## config.mk

```make
export PLATFORM = sky130hd
export DESIGN_NAME = pwm_timer_unit
export DESIGN_NICKNAME = d
export VERILOG_FILES = /design/src/design/pwm_clk_pkg.sv /design/src/design/pwm_prescaler.sv /design/src/design/pwm_timer_unit.sv
export SDC_FILE = /design/constraint.sdc
export NUM_CORES = 1
export LEC_CHECK = 0
export BUFFER_PORTS_ARGS = -buffer_cell sky130_fd_sc_hd__buf_2
export CAP_MARGIN = 20
export CORE_UTILIZATION = 48
export CTS_CLUSTER_SIZE = 16
export DETAILED_ROUTE_END_ITERATION = 6
export HOLD_SLACK_MARGIN = 0.1
export PLACE_DENSITY = 0.89
export SLEW_MARGIN = 20
export SYNTH_ARGS = -nofsm -noshare
export SYNTH_HDL_FRONTEND = slang
export SYNTH_HIERARCHICAL = 1
export SYNTH_SLANG_ARGS = --single-unit
```

## constraint.sdc

```tcl
create_clock -name clk_i -period 2.6 [get_ports clk_i]
set_input_delay 0.13 -clock clk_i [delete_from_list [all_inputs] [get_ports clk_i]]
set_output_delay 0.13 -clock clk_i [all_outputs]
set_load 0.03 [all_outputs]
```

## src/design/pwm_clk_pkg.sv

```systemverilog
// Package for the PWM timer clock selection and counter control block.
// Assumes a classic Wishbone slave with 32-bit data on one 10 MHz clock.
package pwm_clk_pkg;

	// ****************************************************************
	// Register map (printed offsets are not word aligned: indices)
	// ****************************************************************
	localparam logic [15:0] CLK_SETUP_IDX    = 16'h5069;
	localparam logic [15:0] CNT_CONTROL_IDX  = 16'h5420;
	localparam int          ADDR_W           = 18;

	// ****************************************************************
	// Field positions
	// ****************************************************************
	localparam int DIV_LSB       = 4;
	localparam int SRC_LSB       = 2;
	localparam int GATE_BIT      = 0;
	localparam int HALF_BIT      = 6;
	localparam int PICK_LSB      = 4;
	localparam int BUF_BIT       = 3;
	localparam int TRIG_BIT      = 2;
	localparam int CLR_BIT       = 1;
	localparam int RUN_BIT       = 0;

	// ****************************************************************
	// Reset values and codes
	// ****************************************************************
	localparam logic [7:0]  CLK_SETUP_RST    = 8'h00;
	localparam logic [6:0]  CNT_CONTROL_RST  = 7'h00;
	localparam logic [1:0]  SRC_EXTERNAL     = 2'h3;
	localparam logic [1:0]  SRC_FAST_B       = 2'h0;
	localparam logic [1:0]  SRC_SLOW         = 2'h2;
	localparam logic [3:0]  DIV_FAST_MAX     = 4'hE;
	localparam logic [3:0]  DIV_SLOW_MAX     = 4'h8;
	localparam logic [3:0]  DIV_TICK_256     = 4'h9;
	localparam int          PRESC_W          = 14;

	typedef struct packed {
		logic [3:0] clock_divider_select;
		logic [1:0] count_source_select;
		logic       count_clock_gate;
	} clk_setup_t;

	typedef struct packed {
		logic       half_period_mode;
		logic [1:0] counter_pick;
		logic       compare_buffering;
		logic       trigger_mode_select;
		logic       counter_run;
	} cnt_control_t;

endpackage : pwm_clk_pkg

```

## src/design/pwm_prescaler.sv

```systemverilog
// Power-of-two prescaler driven by source tick enables.
// Assumes source ticks are one-cycle pulses on clk_i.
`timescale 1ns/1ns
module pwm_prescaler
	import pwm_clk_pkg::*;
#(
	parameter int WIDTH = PRESC_W
) (
	// Clock and reset
	input  wire logic             clk_i,
	input  wire logic             rst_i,
	// Tick in, ratio code, tick out
	input  wire logic             tick_i,
	input  wire logic [3:0]       code_i,
	output logic                  tick_o
);
	logic [WIDTH-1:0] stage_r;
	logic [WIDTH:0]   carry;

	// Ripple counter; carry k means 2**k source ticks have elapsed
	always_comb begin
		carry[0] = tick_i;
		for (int k = 0; k < WIDTH; k++) begin
			carry[k+1] = carry[k] & stage_r[k];
		end
	end

	always_ff @(posedge clk_i) begin
		if (rst_i) begin
			stage_r <= '0;
		end else if (tick_i) begin
			stage_r <= stage_r + WIDTH'(1);
		end
	end

	always_comb begin
		tick_o = 1'b0;
		if (int'(code_i) <= WIDTH) begin
			tick_o = carry[code_i];
		end
	end

endmodule : pwm_prescaler

```

## src/design/pwm_timer_unit.sv

```systemverilog
// Clock selection and counter control for one PWM timer channel.
// Assumes oscillator and external ticks arrive as asynchronous levels.
//
// Operation
// - Divide count clock by power-of-two code
// - Two-bit field selects count clock source
// - Gate bit passes divided clock; resets 0
// - Half-period mode bit, resets to 0
// - Run bit runs counter; resets stopped
// - Writing counter reset clears; reads 0
//
// Local design decision: the Wishbone interface to the registers.
`timescale 1ns/1ns
module pwm_timer_unit
	import pwm_clk_pkg::*;
(
	// Clock and reset
	input  wire logic              clk_i,
	input  wire logic              rst_i,
	// Wishbone slave
	input  wire logic              cyc_i,
	input  wire logic              stb_i,
	input  wire logic              we_i,
	input  wire logic [ADDR_W-1:0] adr_i,
	input  wire logic [3:0]        sel_i,
	input  wire logic [31:0]       dat_i,
	output logic      [31:0]       dat_o,
	output logic                   ack_o,
	// Clock sources, asynchronous levels
	input  wire logic              fast_osc_a_i,
	input  wire logic              fast_osc_b_i,
	input  wire logic              slow_osc_i,
	input  wire logic              ext_clk_i,
	input  wire logic              regulated_256hz_tick_i,
	// Counter core side
	input  wire logic              period_end_i,
	output logic                   count_en_o,
	output logic                   counter_clear_o,
	output logic                   counter_run_o,
	output logic                   half_period_mode_o,
	output logic                   compare_buffering_o,
	output logic [1:0]             counter_pick_o
);

	// ****************************************************************
	// Register bus
	// ****************************************************************
	clk_setup_t   setup_r;
	cnt_control_t ctl_r;
	logic         ack_r;
	logic [31:0]  rdata_r;
	logic         clear_r;
	logic         bus_req;
	logic         hit_setup;
	logic         hit_ctl;
	logic         wr_setup;
	logic         wr_ctl;

	assign bus_req   = cyc_i & stb_i & ~ack_r;
	assign hit_setup = adr_i == {CLK_SETUP_IDX, 2'b00};
	assign hit_ctl   = adr_i == {CNT_CONTROL_IDX, 2'b00};
	assign wr_setup  = bus_req & we_i & hit_setup & sel_i[0];
	assign wr_ctl    = bus_req & we_i & hit_ctl & sel_i[0];

	// One wait state: ack one cycle after strobe, dropped next cycle
	always_ff @(posedge clk_i) begin
		if (rst_i) begin
			ack_r <= 1'b0;
		end else begin
			ack_r <= bus_req;
		end
	end

	always_ff @(posedge clk_i) begin
		if (rst_i) begin
			rdata_r <= 32'h0000_0000;
		end else if (bus_req & ~we_i) begin
			rdata_r <= 32'h0000_0000;
			if (hit_setup) begin
				rdata_r[7:0] <= {setup_r.clock_divider_select,
					setup_r.count_source_select, 1'b0,
					setup_r.count_clock_gate};
			end else if (hit_ctl) begin
				// Counter reset bit always reads zero
				rdata_r[6:0] <= {ctl_r.half_period_mode,
					ctl_r.counter_pick, ctl_r.compare_buffering,
					ctl_r.trigger_mode_select, 1'b0,
					ctl_r.counter_run};
			end
		end
	end

	assign ack_o = ack_r;
	assign dat_o = rdata_r;

	// ****************************************************************
	// Clock setup register
	// ****************************************************************
	always_ff @(posedge clk_i) begin
		if (rst_i) begin
			// Reserved bit 1 has no storage, so it leaves the reset word
			setup_r <= clk_setup_t'({CLK_SETUP_RST[7:2],
				CLK_SETUP_RST[0]});
		end else if (wr_setup) begin
			setup_r.clock_divider_select <= dat_i[DIV_LSB +: 4];
			setup_r.count_source_select  <= dat_i[SRC_LSB +: 2];
			setup_r.count_clock_gate     <= dat_i[GATE_BIT];
		end
	end

	// ****************************************************************
	// Counter control register
	// ****************************************************************
	logic one_shot_done;

	// One-shot stop wins over a run write in the same cycle
	always_ff @(posedge clk_i) begin
		if (rst_i) begin
			// Clear bit is a strobe, not stored, so it leaves the reset word
			ctl_r <= cnt_control_t'({CNT_CONTROL_RST[6:2],
				CNT_CONTROL_RST[0]});
		end else begin
			if (wr_ctl) begin
				ctl_r.half_period_mode    <= dat_i[HALF_BIT];
				ctl_r.counter_pick        <= dat_i[PICK_LSB +: 2];
				ctl_r.compare_buffering   <= dat_i[BUF_BIT];
				ctl_r.trigger_mode_select <= dat_i[TRIG_BIT];
				ctl_r.counter_run         <= dat_i[RUN_BIT];
			end
			if (one_shot_done) begin
				ctl_r.counter_run <= 1'b0;
			end
		end
	end

	// Clear is a one-cycle pulse, never stored as a bit
	always_ff @(posedge clk_i) begin
		if (rst_i) begin
			clear_r <= 1'b0;
		end else begin
			clear_r <= wr_ctl & dat_i[CLR_BIT];
		end
	end

	// ****************************************************************
	// Source synchronisers and edge ticks
	// ****************************************************************
	logic [4:0] src_meta_r;
	logic [4:0] src_sync_r;
	logic [4:0] src_prev_r;
	logic [4:0] src_tick;

	always_ff @(posedge clk_i) begin
		if (rst_i) begin
			src_meta_r <= 5'h00;
			src_sync_r <= 5'h00;
			src_prev_r <= 5'h00;
		end else begin
			src_meta_r <= {regulated_256hz_tick_i, ext_clk_i, slow_osc_i,
				fast_osc_a_i, fast_osc_b_i};
			src_sync_r <= src_meta_r;
			src_prev_r <= src_sync_r;
		end
	end

	assign src_tick = src_sync_r & ~src_prev_r;

	// ****************************************************************
	// Source select, division and gate
	// ****************************************************************
	logic sel_tick;
	logic div_tick;
	logic code_ok;
	logic gated_tick;

	always_comb begin
		unique case (setup_r.count_source_select)
			SRC_FAST_B:   sel_tick = src_tick[0];
			SRC_SLOW:     sel_tick = src_tick[2];
			SRC_EXTERNAL: sel_tick = src_tick[3];
			2'h1:         sel_tick = src_tick[1];
		endcase
	end

	pwm_prescaler #(
		.WIDTH (PRESC_W)
	) u_presc (
		.clk_i  (clk_i),
		.rst_i  (rst_i),
		.tick_i (sel_tick),
		.code_i (setup_r.clock_divider_select),
		.tick_o (div_tick)
	);

	// Reserved codes stop the clock rather than guess a ratio
	always_comb begin
		code_ok    = 1'b0;
		gated_tick = 1'b0;
		if (setup_r.count_source_select == SRC_SLOW) begin
			if (setup_r.clock_divider_select <= DIV_SLOW_MAX) begin
				code_ok    = 1'b1;
				gated_tick = div_tick;
			end else if (setup_r.clock_divider_select == DIV_TICK_256) begin
				code_ok    = 1'b1;
				gated_tick = src_tick[4];
			end
		end else if (setup_r.clock_divider_select <= DIV_FAST_MAX) begin
			code_ok    = 1'b1;
			gated_tick = div_tick;
		end
	end

	assign count_en_o = gated_tick & setup_r.count_clock_gate
		& ctl_r.counter_run;

	assign one_shot_done = ctl_r.trigger_mode_select & ctl_r.counter_run
		& period_end_i & count_en_o;

	assign counter_clear_o     = clear_r;
	assign counter_run_o       = ctl_r.counter_run;
	assign half_period_mode_o  = ctl_r.half_period_mode;
	assign compare_buffering_o = ctl_r.compare_buffering;
	assign counter_pick_o      = ctl_r.counter_pick;
endmodule : pwm_timer_unit

```

## After elaboration in Yosys (flattened, before gate mapping)

Cells that the tools add are included.

- $add $sub $neg: 1
- $lt $le $gt $ge: 4
- Eq/ne operators: 6
- Mux-type cells: 11
- Bitwise logic cells: 32
- Reduce and logical (&&, ||, !) cells: 2

Operators with widths:

| operator | number |
|---|---|
| == test 18 x 17 -> 1 bit (second input constant) | 2 |
| AND 1 bit | 28 |
| adder 14 x 1 -> 14 bit (second input constant) | 1 |
| 2-to-1 mux 7 bit | 2 |
| <= comparator 4 bit (second input constant) | 3 |
| 2-to-1 mux 1 bit | 7 |
| AND 5 bit | 1 |
| < comparator 4 x 5 -> 1 bit (second input constant) | 1 |
| NOT 5 bit | 1 |
| binary-select mux 1 bit (select 4 bit) | 1 |
| == test 2 bit (second input constant) | 2 |
| == test 4 bit (second input constant) | 1 |
| case mux 1 bit (4 select lines) | 1 |
| == test 2 x 1 -> 1 bit (second input constant) | 1 |
| logical NOT 2 bit | 1 |
| NOT 1 bit | 2 |
| OR reduction 2 bit | 1 |

- Register bits: 52

## Depth between registers and ports, before layout

- Depth in word-level cells: 26
- Gate-level depth with buffers: 12
- Depth with buffers taken out: 11

## Hierarchy

Netlist, hierarchy kept.

Modules (own cells, without submodules):

| module | instances | cells each | area an instance (µm²) |
|---|---|---|---|
| pwm_timer_unit | 1 | 193 | 1744.2 |
| pwm_prescaler | 1 | 89 | 793.3 |

## Worst setup path after synthesis

OpenSTA, ideal clock, no wires.

- Path type: reg-to-reg
- Start point: register setup_r[2] in the netlist's numbering
- End point: register ctl_r (netlist bit counter_run_o)
- Library setup time: 0.178 ns
- Arrival time: 2.486 ns
- Required time: 2.422 ns
- Slack: -0.064 ns
- Stages on the path, launching flop included: 12
- Buffers on the path: 1
- Path through: dfxtp_1 > nor2b_1 > nand3b_1 > nand2_1 > buf_6 > inv_1 > a2111oi_2 > a32oi_1 > o211ai_1 > a31oi_1 > a311oi_1 > a221oi_1

- Cells in the longest elaborated chain, start to end: 25
- Elaborated cells between the ends (all ways): 29
- Classes of those cells: eq/ne (3); mux (7); bitwise (17); reduce/logical (2)

RTL lines:

| what | line | RTL |
|---|---|---|
| start, declared | pwm_timer_unit.sv:48 | `clk_setup_t setup_r;` |
| start signal, assigned | pwm_timer_unit.sv:102 | `setup_r <= clk_setup_t'({CLK_SETUP_RST[7:2],` |
| == test 2 x 1 -> 1 bit, or another cell as far along | pwm_timer_unit.sv:177 | `unique case (setup_r.count_source_select)` |
| case mux 1 bit (4 select lines) (*) | pwm_timer_unit.sv:177 |  |
| net sel_tick | pwm_timer_unit.sv:171 | `logic sel_tick;` |
| AND 1 bit (14 in series) | pwm_prescaler.sv:24 | `carry[k+1] = carry[k] & stage_r[k];` |
| binary-select mux 1 bit (select 4 bit) (*) | pwm_prescaler.sv:39 | `tick_o = carry[code_i];` |
| 2-to-1 mux 1 bit (not written as such) (*) | pwm_prescaler.sv:39 |  |
| 2-to-1 mux 1 bit (*) | pwm_prescaler.sv:38 | `if (int'(code_i) <= WIDTH) begin` |
| net div_tick | pwm_timer_unit.sv:172 | `logic div_tick;` |
| 2-to-1 mux 1 bit, on equally long branches | pwm_timer_unit.sv:207, pwm_timer_unit.sv:200 |  |
| 2-to-1 mux 1 bit (*) | pwm_timer_unit.sv:199 | `if (setup_r.count_source_select == SRC_SLOW) begin` |
| AND 1 bit (*) | pwm_timer_unit.sv:213 | `assign count_en_o = gated_tick & setup_r.count_clock_gate` |
| AND 1 bit (*) | pwm_timer_unit.sv:214 | `& ctl_r.counter_run;` |
| net count_en_o | pwm_timer_unit.sv:37 | `output logic count_en_o,` |
| AND 1 bit (*) | pwm_timer_unit.sv:217 | `& period_end_i & count_en_o;` |
| OR reduction 2 bit (no source line) (*) | - |  |
| end signal, assigned | pwm_timer_unit.sv:120 | `ctl_r <= cnt_control_t'({CNT_CONTROL_RST[6:2],` |
| end, declared | pwm_timer_unit.sv:49 | `cnt_control_t ctl_r;` |

Mark *: on every way through the listed nets, which the timed path passes. The rest lies on a longest branch. The select of a mux whose other input is x is not followed.
A chain may end at the register's enable or synchronous reset.

## Worst setup path in the final report

- Start point: register setup_r[2] in the netlist's numbering
- End point: output port count_en_o

- Cells in the longest elaborated chain, start to end: 23
- Elaborated cells between the ends (all ways): 27
- Classes of those cells: eq/ne (3); mux (7); bitwise (16); reduce/logical (1)

RTL lines:

| what | line |
|---|---|
| == test 2 x 1 -> 1 bit, or another cell as far along | pwm_timer_unit.sv:177 |
| case mux 1 bit (4 select lines) (*) | pwm_timer_unit.sv:177 |
| net sel_tick | pwm_timer_unit.sv:171 |
| AND 1 bit (14 in series) | pwm_prescaler.sv:24 |
| binary-select mux 1 bit (select 4 bit) (*) | pwm_prescaler.sv:39 |
| 2-to-1 mux 1 bit (not written as such) (*) | pwm_prescaler.sv:39 |
| 2-to-1 mux 1 bit (*) | pwm_prescaler.sv:38 |
| net div_tick | pwm_timer_unit.sv:172 |
| 2-to-1 mux 1 bit, on equally long branches | pwm_timer_unit.sv:207, pwm_timer_unit.sv:200 |
| 2-to-1 mux 1 bit (*) | pwm_timer_unit.sv:199 |
| AND 1 bit (*) | pwm_timer_unit.sv:213 |
| AND 1 bit (*) | pwm_timer_unit.sv:214 |
| end, declared | pwm_timer_unit.sv:37 |

Marked as above.

==> impl_metrics.tcl <==
set metrics [dict create \
    status "completed" \
    cts-htree-levels 2 \
    hp-start "stb_i" \
    grt_pass1_wl_microns 8790 \
    pin_count 105 \
    p_per_area_nw_per_um2 481 \
    clkLatencyLatePin_ns 0.31 \
    n_antenna_cell 0 \
    final_util 0.594 \
    critPathLaunchType "flip-flop" \
    hold_path_class "in2reg" \
    ant_nets 0 \
    drive_gt1_frac 0.261 \
    hold_viol_final 0 \
    via_per_inst 5.44 \
    p_total_mw 1.46 \
    use_met3 0.0576 \
    synth_edf_count 0 \
    tightest_slew_ns 0.556 \
    layout_min_cycle_time_ns 2.51 \
    top_usage_layer "met2" \
    worstPathRequired_ns 2.47 \
    clk_pin_slew_ns 0.08 \
    fin_area_sq_um 3030 \
    globalRouteMet1Util 0.236 \
    dpl-instance-area_sq_um 2740 \
    yosysTopAreaCell "dfxtp_1" \
    clock_tree.buffer_depth 2 \
    cts-root-buf "clkbuf_8" \
    cp-startpoint "setup_r[2]" \
    fp.dieH_microns 74.7 \
    vias 2258 \
    io_buffers 52 \
    drt_iter0_drc 208 \
    worstPathMaxFanout 6 \
    clock.fmax_mhz 398 \
    ir_drop_mv 0.279 \
    cts_made_buffers 5 \
    final_cell_mix "buf_2 (51), dfxtp_1 (50), nand3_1 (34)" \
    first_global_vias 2014 \
    holdWs_ns 0.145 \
    path_class "reg2out" \
    relSlewSlack 0.628 \
    worst-endpoint-arrival_ns 2.38 \
    dr.pass1.iters 4 \
    clock_sinks 51 \
    netlist_area_sq_um 2540 \
    track_usage 0.207 \
    min_period_over_period 0.967 \
    grt_max_degree 35 \
    leakage_nw 1.21 \
    gp_congestion 0.800 \
    dieArea_sq_um 5580 \
    synth-main-ff-cell "dfxtp_1" \
    nets 410 \
    preCtsSetupSlack_ns 0.292 \
    yosysTopAreaCellShare 0.402 \
    final_common_cell "buf_2" \
    cts_tree "built" \
    grt.met2_usage 0.361 \
    drcViolationCount 0 \
    r2r_slack_ns 0.37 \
    routed_wl_microns 5480 \
    hpwl_microns 3720 \
    coreArea_sq_um 5110 \
    initial_core_util 0.497 \
    area_delta_synth_final_pct 19.6 \
    fin_skew_ns 0.00844 \
    finalMaxSlewViolations 0 \
    crit_path_end_kind "output pin" \
    maxCapViolations 0 \
    synth-async-reset-ratio 0 \
    seq_area_frac_synth 0.402 \
    die_width_microns 74.7 \
    setup_viol 0 \
    antenna_found_initial 0 \
    synth_cell_type_count 53 \
    syn_avg_cell_area_sq_um 9.00 \
    netlist_instances 282 \
    synth-seq-cells 51 \
    yosys-top-cells-area "dfxtp_1 (40%), buf_4 (8.0%), nand3_1 (6.7%), nor2_1 (3.8%), nor2b_1 (3.7%)" \
    wl_per_cell_microns 13.2 \
    grt_overflow_total 0 \
    synth_warnings 6 \
    worst_slack_ns 0.0863 \
    r2r_start "setup_r[1]" \
    rows 26 \
]
-- sequential cells by signal, summed over array words and instances (netlist names), 2 cells and up --
register	flops
counter_pick_o	2
src_prev_r	5
src_meta_r	5
setup_r	7
u_presc/stage_r	14
dat_o	7
src_sync_r	5
-- final timing paths --
check	endpoint	cells past startpoint
max	count_en_o	10
min	ack_o	3
min reg2reg	src_sync_r[4]	1
max reg2reg	counter_run_o	11
-- logic make-up (layout without fill, tap and decap cells) --
logic type	after synthesis	in the layout	share of synthesized area
compound gates	52	52	0.145
xor+xnor	11	11	0.0380
fa+ha+maj	1	1	0.00493
buf+inv	44	83	0.110
flops	51	51	0.402
mux	2	2	0.00986
other cells	1	25	0.00148
simple gates	120	120	0.288
-- layout make-up --
cell class	count	area, sq um
Fill cell	429	2070
Multi-Input combinational cell	211	1380
Sequential cell	51	1020
Timing Repair Buffer	70	430
Clock buffer	8	100
Tap cell	70	87.6
Inverter	5	18.8
-- power breakdown --
group	switching [mW]	total [mW]	internal (mW)
logic	0.107	0.167	0.0594
clock network	0.248	0.491	0.243
registers	0.00710	0.803	0.796
total	0.362	1.46	1.10
-- repair_timing --
action / CTS / global route
resized for setup: 3 / 6
buffers inserted: 0 / 2
endpoints found under the hold margin: 17 / 0
pin swaps: 0 / 5
endpoints found under the setup margin: 1 / 1
hold buffers: 13 / 0
-- critical path, cell delays in order (launching register included) --
cell and delay, ns:
dfxtp_2 0.40, nor2b_2 0.22, nand3b_1 0.11, nand2_2 0.11, nand4_4 0.12, a211oi_2 0.25
o21bai_1 0.14, o211ai_1 0.11, a31oi_1 0.08, a311oi_2 0.31, buf_4 0.22
-- metrics by stage --
| stage | instances | TNS (ns) |
|---|---|---|
| CTS | 413 | 0 |
| global placement | 392 | 0 |
| detailed placement | 392 | 0 |
| floorplan | 306 | 0 |
| global route | 415 | -0.0735 |
| finish | 415 | 0 |
-- metal layers --
layer,vias to the layer above,share of wire,wire [microns]
met4,0,0.024,133
met2,101,0.50,2720
met3,12,0.069,379
li1,1083,-,-
met1,1062,0.41,2240
met5,-,0,0
-- cells in the mapped netlist (all sizes together), types with 5 or more instances --
cell and count:
dfxtp 51, buf 34, nand3 34, nor2 26, o21ai 17, nor2b 15
a21oi 14, nand4 8, a311oi 7, xor2 7, nand2 6, clkbuf 5
inv 5, nor4b 5
Note: power is estimated with default switching activity, not from simulation.
